[src/rtl/tmr_pkg.sv]
// package: register map, field positions and reset values of the ch11 compare block
package tmr_pkg;
   // address and counter widths
   localparam int unsigned AW    = 8;
   localparam int unsigned CNT_W = 16;

   // register byte offsets
   localparam logic [7:0] OFS_IO_CTRL = 8'h00;  // ch11_io_control
   localparam logic [7:0] OFS_ST11    = 8'h04;  // ch11_event_status
   localparam logic [7:0] OFS_IEN     = 8'h08;  // timer_irq_enable
   localparam logic [7:0] OFS_GR_A    = 8'h0c;  // general_reg_a
   localparam logic [7:0] OFS_GR_B    = 8'h10;  // general_reg_b
   localparam logic [7:0] OFS_CLR     = 8'h14;  // counter clear enables
   localparam logic [7:0] OFS_ST0     = 8'h18;  // ch0_event_status

   // field positions
   localparam int unsigned IO_BIT_A  = 0;       // cmp_enable_a
   localparam int unsigned IO_BIT_B  = 4;       // cmp_enable_b
   localparam int unsigned FLAG_CMA  = 0;       // compare-match a flag
   localparam int unsigned FLAG_CMB  = 1;       // compare-match b flag
   localparam int unsigned FLAG_OVF  = 2;       // counter overflow flag
   localparam int unsigned IEN_CH0_LSB = 8;     // ch0 enables start here

   // writable masks; other bits read zero
   localparam logic [7:0]  IO_WMASK  = 8'h11;
   localparam logic [7:0]  CLR_WMASK = 8'h11;
   localparam logic [15:0] ST11_MASK = 16'h0007;
   localparam logic [15:0] ST0_MASK  = 16'h00ff;
   localparam logic [15:0] IEN_MASK  = 16'hff07;

   // reset values
   localparam logic [7:0]  IO_RST  = 8'h00;
   localparam logic [7:0]  CLR_RST = 8'h00;
   localparam logic [15:0] ST_RST  = 16'h0000;
   localparam logic [15:0] IEN_RST = 16'h0000;
   localparam logic [15:0] GR_RST  = 16'hffff;
   localparam logic [31:0] RD_RST  = 32'h0000_0000;
endpackage

[src/rtl/tmr_reg_if.sv]
// interface: register access strobes between bus front end and register core
`timescale 1ns/1ps
interface tmr_reg_if;
   logic        wr_stb;  // write strobe, one cycle in access phase
   logic [7:0]  addr;    // byte address
   logic [31:0] wdata;   // write data
   logic [31:0] rdata;   // read data of addressed register
   logic        hit;     // address maps to a register

   modport apb  (output wr_stb, addr, wdata, input rdata, hit);
   modport core (input wr_stb, addr, wdata, output rdata, hit);
endinterface

[src/rtl/tmr_apb_slave.sv]
// module: apb slave front end, zero wait states, error on unmapped address
`timescale 1ns/1ps
module tmr_apb_slave
   import tmr_pkg::*;
(
   input  wire logic        clk_sys,
   input  wire logic        rstn,
   input  wire logic        psel,
   input  wire logic        penable,
   input  wire logic        pwrite,
   input  wire logic [7:0]  paddr,
   input  wire logic [31:0] pwdata,
   output logic      [31:0] prdata,
   output logic             pready,
   output logic             pslverr,
   tmr_reg_if.apb           rif
);
   logic [31:0] prdata_ff;  // read data held through access phase

   // address and data go straight to the core
   assign rif.addr   = paddr;
   assign rif.wdata  = pwdata;
   assign rif.wr_stb = psel & penable & pwrite & rif.hit;

   // read data sampled in setup so it is a flop in access
   always_ff @(posedge clk_sys) begin
      if (!rstn) begin
         prdata_ff <= RD_RST;
      end else if (psel && !penable && !pwrite) begin
         prdata_ff <= rif.rdata;
      end
   end

   assign prdata  = prdata_ff;
   assign pready  = psel & penable;             // never stalls
   assign pslverr = psel & penable & ~rif.hit;  // unmapped: no write
endmodule // tmr_apb_slave

[src/rtl/tmr_cmp_unit.sv]
// module: per-register compare of counter against general registers
`timescale 1ns/1ps
module tmr_cmp_unit
   import tmr_pkg::*;
(
   input  wire logic                  clk_sys,
   input  wire logic                  rstn,
   input  wire logic [CNT_W-1:0]      cnt,
   input  wire logic [1:0][CNT_W-1:0] gr,
   input  wire logic [1:0]            en,
   output logic      [1:0]            hit
);
   logic [1:0] hit_ff;  // registered match pulses

   // one comparator per general register
   for (genvar i = 0; i < 2; i++) begin : g_cmp
      always_ff @(posedge clk_sys) begin
         if (!rstn) begin
            hit_ff[i] <= 1'b0;
         end else begin
            hit_ff[i] <= en[i] & (cnt == gr[i]);  // disabled: never hits
         end
      end
   end

   assign hit = hit_ff;
endmodule // tmr_cmp_unit

[src/rtl/tmr_ch11_top.sv]
// module: ch11 compare control, status flags and interrupt requests
//
// Chosen here: the register offsets and the APB slave port.
`timescale 1ns/1ps
module tmr_ch11_top
   import tmr_pkg::*;
(
   input  wire logic             clk_sys,
   input  wire logic             rstn,
   input  wire logic             psel,
   input  wire logic             penable,
   input  wire logic             pwrite,
   input  wire logic [7:0]       paddr,
   input  wire logic [31:0]      pwdata,
   output logic      [31:0]      prdata,
   output logic                  pready,
   output logic                  pslverr,
   input  wire logic             hw_standby,
   input  wire logic             sw_standby,
   input  wire logic [CNT_W-1:0] frc_count,
   input  wire logic             frc_overflow,
   input  wire logic [7:0]       ch0_event_set,
   output logic                  counter_clear,
   output logic      [2:0]       irq_ch11,
   output logic      [7:0]       irq_ch0
);

   // ---- registers and wires ----
   logic             stby;           // either standby mode
   logic             init;           // reset or standby
   logic [7:0]       io_ctrl_ff;     // ch11_io_control
   logic [7:0]       clr_ctrl_ff;    // counter clear enables
   logic [15:0]      st11_ff;        // ch11_event_status
   logic [15:0]      st0_ff;         // ch0_event_status
   logic [15:0]      ien_ff;         // timer_irq_enable
   logic [CNT_W-1:0] gr_a_ff;        // general_reg_a
   logic [CNT_W-1:0] gr_b_ff;        // general_reg_b
   logic             clr_ff;         // counter clear pulse
   logic [2:0]       irq11_ff;       // ch11 requests
   logic [7:0]       irq0_ff;        // ch0 requests
   logic [1:0]       cmp_en;         // enables per register
   logic [1:0]       cmp_hit;        // match pulses
   logic [15:0]      nxt_st11;       // next ch11 status
   logic [15:0]      nxt_st0;        // next ch0 status
   logic [15:0]      keep11;         // bits kept by a write
   logic [15:0]      keep0;          // bits kept by a write
   logic [15:0]      set11;          // hardware set terms
   logic [15:0]      set0;           // hardware set terms
   logic             wr_io;          // write decodes
   logic             wr_st11;
   logic             wr_st0;
   logic             wr_ien;
   logic             wr_gra;
   logic             wr_grb;
   logic             wr_clr;

   tmr_reg_if rif ();

   // standby acts like a synchronous reset of the register file
   assign stby = hw_standby | sw_standby;
   assign init = ~rstn | stby;

   // ---- bus front end ----
   tmr_apb_slave u_apb (
      .clk_sys (clk_sys),
      .rstn    (rstn),
      .psel    (psel),
      .penable (penable),
      .pwrite  (pwrite),
      .paddr   (paddr),
      .pwdata  (pwdata),
      .prdata  (prdata),
      .pready  (pready),
      .pslverr (pslverr),
      .rif     (rif.apb)
   );

   // ---- write decode ----
   assign wr_io   = rif.wr_stb & (rif.addr == OFS_IO_CTRL);
   assign wr_st11 = rif.wr_stb & (rif.addr == OFS_ST11);
   assign wr_st0  = rif.wr_stb & (rif.addr == OFS_ST0);
   assign wr_ien  = rif.wr_stb & (rif.addr == OFS_IEN);
   assign wr_gra  = rif.wr_stb & (rif.addr == OFS_GR_A);
   assign wr_grb  = rif.wr_stb & (rif.addr == OFS_GR_B);
   assign wr_clr  = rif.wr_stb & (rif.addr == OFS_CLR);

   // io control: only the two enable bits are stored
   always_ff @(posedge clk_sys) begin
      if (init) begin
         io_ctrl_ff <= IO_RST;
      end else if (wr_io) begin
         io_ctrl_ff <= rif.wdata[7:0] & IO_WMASK;
      end
   end

   // counter clear enables, same layout as the compare enables
   always_ff @(posedge clk_sys) begin
      if (init) begin
         clr_ctrl_ff <= CLR_RST;
      end else if (wr_clr) begin
         clr_ctrl_ff <= rif.wdata[7:0] & CLR_WMASK;
      end
   end

   // interrupt enables
   always_ff @(posedge clk_sys) begin
      if (init) begin
         ien_ff <= IEN_RST;
      end else if (wr_ien) begin
         ien_ff <= rif.wdata[15:0] & IEN_MASK;
      end
   end

   // general registers hold compare values
   always_ff @(posedge clk_sys) begin
      if (init) begin
         gr_a_ff <= GR_RST;
         gr_b_ff <= GR_RST;
      end else begin
         if (wr_gra) begin
            gr_a_ff <= rif.wdata[CNT_W-1:0];
         end
         if (wr_grb) begin
            gr_b_ff <= rif.wdata[CNT_W-1:0];
         end
      end
   end

   // ---- compare ----
   assign cmp_en[0] = io_ctrl_ff[IO_BIT_A];
   assign cmp_en[1] = io_ctrl_ff[IO_BIT_B];

   tmr_cmp_unit u_cmp (
      .clk_sys (clk_sys),
      .rstn    (rstn),
      .cnt     (frc_count),
      .gr      ({gr_b_ff, gr_a_ff}),
      .en      (cmp_en),
      .hit     (cmp_hit)
   );

   // ---- status flags ----
   // writing 0 clears a flag, writing 1 leaves it; a set in the
   // same cycle beats the clear so no event is lost
   always_comb begin
      keep11 = wr_st11 ? rif.wdata[15:0] : 16'hffff;
      keep0  = wr_st0  ? rif.wdata[15:0] : 16'hffff;
      set11  = 16'h0000;
      set11[FLAG_CMA] = cmp_hit[0];
      set11[FLAG_CMB] = cmp_hit[1];
      set11[FLAG_OVF] = frc_overflow;
      set0   = {8'h00, ch0_event_set};
      nxt_st11 = ((st11_ff & keep11) | set11) & ST11_MASK;
      nxt_st0  = ((st0_ff & keep0) | set0) & ST0_MASK;
   end

   always_ff @(posedge clk_sys) begin
      if (init) begin
         st11_ff <= ST_RST;
         st0_ff  <= ST_RST;
      end else begin
         st11_ff <= nxt_st11;
         st0_ff  <= nxt_st0;
      end
   end

   // ---- interrupt requests ----
   // one request line per flag, gated by its enable bit
   always_ff @(posedge clk_sys) begin
      if (init) begin
         irq11_ff <= 3'h0;
         irq0_ff  <= 8'h00;
      end else begin
         irq11_ff <= st11_ff[2:0] & ien_ff[2:0];
         irq0_ff  <= st0_ff[7:0] & ien_ff[IEN_CH0_LSB +: 8];
      end
   end

   assign irq_ch11 = irq11_ff;
   assign irq_ch0  = irq0_ff;

   // ---- counter clear ----
   // a hit exists only while its compare is enabled, so a register
   // that is not comparing can never clear the counter
   always_ff @(posedge clk_sys) begin
      if (init) begin
         clr_ff <= 1'b0;
      end else begin
         clr_ff <= (cmp_hit[0] & clr_ctrl_ff[IO_BIT_A])
                 | (cmp_hit[1] & clr_ctrl_ff[IO_BIT_B]);
      end
   end

   assign counter_clear = clr_ff;

   // ---- read mux ----
   always_comb begin
      rif.rdata = 32'h0000_0000;
      rif.hit   = 1'b1;
      case (rif.addr)
         OFS_IO_CTRL: rif.rdata = {24'h00_0000, io_ctrl_ff};
         OFS_ST11:    rif.rdata = {16'h0000, st11_ff};
         OFS_ST0:     rif.rdata = {16'h0000, st0_ff};
         OFS_IEN:     rif.rdata = {16'h0000, ien_ff};
         OFS_GR_A:    rif.rdata = {16'h0000, gr_a_ff};
         OFS_GR_B:    rif.rdata = {16'h0000, gr_b_ff};
         OFS_CLR:     rif.rdata = {24'h00_0000, clr_ctrl_ff};
         default:     rif.hit   = 1'b0;                    // unmapped
      endcase
   end
endmodule // tmr_ch11_top

[config.mk]
export PLATFORM = sky130hd
export DESIGN_NAME = tmr_ch11_top
export DESIGN_NICKNAME = d
export VERILOG_FILES = /design/src/rtl/tmr_pkg.sv /design/src/rtl/tmr_reg_if.sv /design/src/rtl/tmr_apb_slave.sv /design/src/rtl/tmr_cmp_unit.sv /design/src/rtl/tmr_ch11_top.sv
export SDC_FILE = /design/constraint.sdc
export NUM_CORES = 1
export LEC_CHECK = 0
export BUFFER_PORTS_ARGS = -buffer_cell sky130_fd_sc_hd__buf_2
export CAP_MARGIN = 40
export CORE_UTILIZATION = 47
export DETAILED_ROUTE_END_ITERATION = 7
export PLACE_DENSITY_LB_ADDON = 0.25
export SYNTH_ARGS = -nofsm -noshare
export SYNTH_HDL_FRONTEND = slang
export SYNTH_SLANG_ARGS = --single-unit
[constraint.sdc]
create_clock -name clk_sys -period 1.35 [get_ports clk_sys]
set_input_delay 0.0675 -clock clk_sys [delete_from_list [all_inputs] [get_ports clk_sys]]
set_output_delay 0.0675 -clock clk_sys [all_outputs]
set_load 0.03 [all_outputs]
== Word level (Yosys, flattened, before mapping) ==
Cells that the tools add are included.

* Output and inout port bits: 46
* Word-level logic and storage cells: 57
* Input bits: 72
* Bits in registers: 104

* Eq/ne operators: 8
* Reductions and logical operators: 6
* Multiplexer cells: 4
* Bitwise gates (word level): 26

{| class="wikitable"
|+ Operators with widths
! operator !! count
|-
| 16-bit one-hot mux with 7 select lines || 1
|-
| 16-bit equality test || 2
|-
| 8-bit by 5-bit equality test with 1-bit output (second input constant) || 3
|-
| 8-bit bitwise AND || 2
|-
| 8-bit by 4-bit equality test with 1-bit output (second input constant) || 2
|-
| 1-bit bitwise AND || 15
|-
| 8-bit by 3-bit equality test with 1-bit output (second input constant) || 1
|-
| 8-bit logical NOT || 1
|-
| 8-bit 2-to-1 mux || 1
|-
| 8-bit OR || 1
|-
| 7-bit OR reduction || 1
|-
| 3-bit bitwise AND || 2
|-
| 3-bit 2-to-1 mux || 1
|-
| 1-bit OR || 3
|-
| 3-bit OR || 1
|-
| 1-bit logical AND || 2
|-
| 1-bit logical NOT || 2
|-
| 1-bit inverter || 2
|-
| 1-bit 2-to-1 mux || 1
|}

== Longest topological paths before layout ==
* Word-level depth: 8
* Depth in mapped cells: 7
* Gate-level depth less buffers: 4

== By module ==
Synthesis repeated with hierarchy kept, for this count alone.

* Cell total of the unflattened synthesis: 573
* Area, all modules: 4958.5 um2

{| class="wikitable"
|+ By module, submodules not included
! module !! seq. area each (um2) !! cells each !! area each (um2) !! instances
|-
| tmr_ch11_top || 1401.3 || 344 || 2897.8 || 1
|-
| tmr_apb_slave || 640.6 || 183 || 1652.8 || 1
|-
| tmr_cmp_unit || 40.0 || 46 || 407.9 || 1
|}

== Worst setup path after synthesis ==
Ideal clock, no wire load.

* Path type: input to register
* From: input port paddr[7]
* To: register u_apb.prdata_ff[10], in the netlist u_apb.prdata[10]
* Data required time: 1285 ps
* Library setup time: 65 ps
* Data arrival time: 1339 ps
* Cell stages on the path: 5
* Slack: -55 ps
* Buffers on the path: 1
* Cell sequence: or4_4 -> nor4b_4 -> buf_6 -> a22oi_1 -> nor2b_1

* Word-level cells in the longest chain between the ends: 2
* Elaborated cells between the ends (all ways): 8
* Classes of those cells: eq/ne: 6; mux: 1; reduce/logical: 1

{| class="wikitable"
|+ Ends and longest elaborated chain
! what !! line !! text
|-
| start: declaration || tmr_ch11_top.sv:13 || <nowiki>input wire logic [7:0] paddr,</nowiki>
|-
| 8-bit by 5-bit equality test with 1-bit output (tied with other cells) || tmr_ch11_top.sv:200 || <nowiki>case (rif.addr)</nowiki>
|-
| 16-bit one-hot mux with 7 select lines (*) || tmr_ch11_top.sv:200 ||
|-
| end signal: assignment || tmr_apb_slave.sv:30 || <nowiki>prdata_ff <= rif.rdata;</nowiki>
|-
| end: declaration || tmr_apb_slave.sv:18 || <nowiki>logic [31:0] prdata_ff;</nowiki>
|}

Every way passes the cells marked *; elsewhere a longest branch is shown, timed or not.
A chain may end at the register's enable or synchronous reset.

== Final worst setup path ==
* From: register gr_b_ff[12]
* To: register u_cmp.hit_ff[1], in the netlist u_cmp.hit[1]

* Word-level cells in the longest chain between the ends: 2

{| class="wikitable"
|+ Ends and longest elaborated chain
! what !! line !! text
|-
| start: declaration || tmr_ch11_top.sv:37 || <nowiki>logic [CNT_W-1:0] gr_b_ff;</nowiki>
|-
| start signal: assignment || tmr_ch11_top.sv:124 || <nowiki>gr_b_ff <= rif.wdata[CNT_W-1:0];</nowiki>
|-
| 16-bit equality test || tmr_cmp_unit.sv:21 || <nowiki>hit_ff[i] <= en[i] & (cnt == gr[i]);</nowiki>
|-
| 1-bit bitwise AND || tmr_cmp_unit.sv:21 ||
|-
| end signal: indexed assignment || tmr_cmp_unit.sv:21 ||
|-
| end: declaration || tmr_cmp_unit.sv:13 || <nowiki>logic [1:0] hit_ff;</nowiki>
|}

No other way between the ends.

==> summary.md <==
The logs give -0.0262 ns for the final worst setup slack and 3710 for the via count of the first global-routing pass. Measured along the x axis, the die boundary spans 95.1 um. For the core footprint, the log shows 8300 um2. The number of antenna violations at the first check in global routing is 0. The worst setup path is launched from a flop. The routed layout has 3851 vias. After clock tree synthesis, the clock-pin slew on the worst setup and hold paths is 0.08 ns. Final setup violation count: 1. The logs give 0.727 GHz for the maximum frequency from static timing analysis and 3 for the H-tree depth. Counting along the longest clock path gives a buffer depth of 2.

Compared with the post-synthesis result, the final layout area differs by 33.2%. The library cell used as clock root buffer is clkbuf_8. Placement row count: 33. Detail-routed via count per cell: 5.52. The overall routing resource usage is 0.271, and the violation count after the first detailed-routing iteration is 266. Setup repair after global routing could not meet its margin everywhere.

The checks that failed: negative setup slack. Setup skew after layout: 0.00315 ns. The run finished, with violations left. The fraction of layout instances using a drive strength above 1 was 0.317; the wire length per cell after detailed routing was 16.7 um.

The worst setup path is captured at a flop. The design draws 0.00555 W. The top-level I/O count was 118.

In this run the cell area of the synthesized design comes to 4080 um2. By startpoint and endpoint, the worst setup path is classified as flop to flop. The floorplan step defined a die boundary enclosing 9050 um2. The count of pins over their slew limit is 0, and the detailed-router iteration count before antenna repair is 5. For this design the ratio of total power to cell area is 1020 nW/um2. Detailed placement ended at an HPWL of 8480 um.

The maximum number of pins on one net before global-route repair was 52; the number of nets still failing antenna checks after routing was 0. The proportion of register bits with asynchronous set or reset after synthesis is 0, and the required time at the worst-slack endpoint is 1.62 ns. The worst-case IR drop observed on VDD is 0.572 mV. Synthesis handed over a netlist of 460 instances. Counting distinct cell types in the post-synthesis netlist gives 46.

The tools report the routability congestion estimate from global placement as 0.882. The number of clock sinks is 88, and the final period demand of the worst path is 1.38 ns. The remaining global-route overflow was 0; the final net count was 660.

TritonCTS built the clock tree. The mean instance size in the synthesized netlist was 8.86 um2. The tool flagged a number of max-cap violations equal to 0. The post-synthesis register bit count came out at 88. The first global-routing pass estimated 18100 um of wire. The initial core utilization is 0.491.

Yosys mapped a number of flops with a built-in enable equal to 0. For the worst setup path, the data arrival time is 1.65 ns. For the share of the core filled with cells, the log shows 0.654.

The logs give 11600 um for the final wirelength and 0 for the final-report hold violation count. Counting the buffers created by CTS gives 9. In this run the vertical extent of the chip is 95.1 um. The tightest min-delay check is of the input port to flop type. The count of buffers added on input and output ports is 85. The register area share after synthesis is 0.432. In this run the worst path has a maximum fanout of 2.

The dominant synthesized flop cell was dfxtp_1. The count of inserted antenna diode cells came out at 0. The later pin in the worst-skew pair is clocked with a latency of 0.35 ns.

After detailed routing, the number of remaining DRC violations is 0. The leakage power summed over all cells was 2.23 nW. The final clock period utilization by the worst path came out at 1.02.

The Yosys step of the flow raised 0 warnings.
-- flip-flops by register name (all words and copies together) (netlist names), 2 cells and up --
register	flops
irq_ch11	3
gr_b_ff	16
u_cmp.hit	2
ien_ff	11
gr_a_ff	16
clr_ctrl_ff	2
irq_ch0	8
st0_ff	8
io_ctrl_ff	2
st11_ff	3
u_apb.prdata	16
-- per-layer routing --
layer  wire, um  vias to the layer above  track usage
met2       5690                      148        0.457
met5          0                        -            0
li1           -                     1880            -
met3        633                       37       0.0470
met4        520                        0        0.165
met1       4800                     1786        0.320
-- path summary, 6_finish.rpt --
| path | start | end | slack (ns) | depth (start not counted) |
|---|---|---|---|---|
| setup reg to reg | gr_b_ff[12] | u_cmp.hit[1] | -0.03 | 4 |
| setup / recovery | gr_b_ff[12] | u_cmp.hit[1] | -0.03 | 4 |
| hold reg to reg | u_apb.prdata[0] | u_apb.prdata[0] | 0.46 | 2 |
| hold / removal | pwdata[5] | gr_b_ff[5] | 0.02 | 3 |
-- synth_stat cells (all sizes together) (3+ instances only) --
library cell / instances / share of area
xor2: 6 / 0.013
nand2b: 3 / 0.0046
nor4: 5 / 0.0092
nand3: 21 / 0.026
mux2i: 16 / 0.039
a31oi: 4 / 0.0061
nor3b: 4 / 0.0086
nand3b: 3 / 0.0055
xnor2: 26 / 0.056
or4: 3 / 0.0064
dfxtp: 88 / 0.43
nor2b: 15 / 0.023
o2bb2ai: 12 / 0.026
nor3: 41 / 0.050
buf: 34 / 0.053
nand4: 7 / 0.011
a22oi: 14 / 0.026
and3: 12 / 0.018
clkbuf: 15 / 0.014
nand2: 17 / 0.018
a21oi: 42 / 0.052
mux2: 5 / 0.014
nor2: 23 / 0.021
o21ai: 28 / 0.035
-- where the power goes --
| part | switching [W] | internal [W] |
|---|---|---|
| Combinational | 0.000346 | 0.000260 |
| Sequential | 0.00000880 | 0.00260 |
| Clock | 0.000913 | 0.00142 |
-- area by class of cell --
class                   instances  area [um2]
multi-input cells             336        2200
clock inverters                 5         129
repair buffers                151        1040
clock buffers                  11         131
well taps                     105         131
inverters                       2        7.51
fillers                       714        2870
flip-flops and latches         88        1780
-- repair_timing --
item,4_1_cts,5_1_grt
hold buffers,18,0
pin swaps,13,8
buffers inserted,0,1
hold endpoints to repair,19,0
endpoints found under the setup margin,2,5
resized for setup,15,17
cloned,0,0
-- per-stage QoR --
| step | instance area (um2) | cells | hold slack [ns] | setup slack [ns] | setup TNS [ns] |
|---|---|---|---|---|---|
| after global placement | 4840 | 663 | 0.330 | -0.165 | -4.24 |
| after floorplan | 4130 | 475 | 0.198 | -0.0549 | -0.657 |
| final | 5430 | 698 | 0.0178 | -0.0262 | -0.0262 |
| after detailed placement | 4840 | 663 | 0.334 | -0.212 | -4.94 |
| after global routing | 5430 | 698 | 0.0146 | -0.0969 | -0.205 |
| after CTS | 5340 | 697 | 0.000100 | -0.0622 | -0.0962 |
-- placed cells by master, fill, tap and decap left out, types with 4 or more instances in the layout --
master         count
a21oi_1           42
nand4_1            7
buf_2             85
mux2i_1           16
dlygate4sd3_1     18
nor2b_1           15
buf_12             6
nand3_1           21
buf_4             41
nor2_1            23
nor3_1            41
a22oi_1           14
o2bb2ai_1         12
xnor2_1           14
dfxtp_2           14
bufinv_16          4
xnor2_2           12
nand2_1           16
dfxtp_1           74
xor2_1             6
a31oi_1            4
mux2_2             5
o21ai_0           24
and3_1            12
conb_1            16
clkbuf_8           9
-- worst max-delay path, stage by stage, from the launching register on --
cell and delay, ns:
dfxtp_2 0.34, xnor2_2 0.15, nand4_1 0.15, or4_4 0.52
nor4_4 0.13
-- cells by family (layout without fill, tap and decap cells) --
family / count (synthesis) / in the layout / share of synthesized area
muxes: 21 / 21 / 0.0531
and+or+nand+nor: 162 / 162 / 0.220
AOI/OAI and AO/OA: 105 / 105 / 0.156
DFF: 88 / 88 / 0.432
buffers and inverters: 51 / 169 / 0.0685
xor gates and xnor gates: 32 / 32 / 0.0688
other: 1 / 16 / 0.000920
No activity file was read; power rests on OpenSTA's default activity.
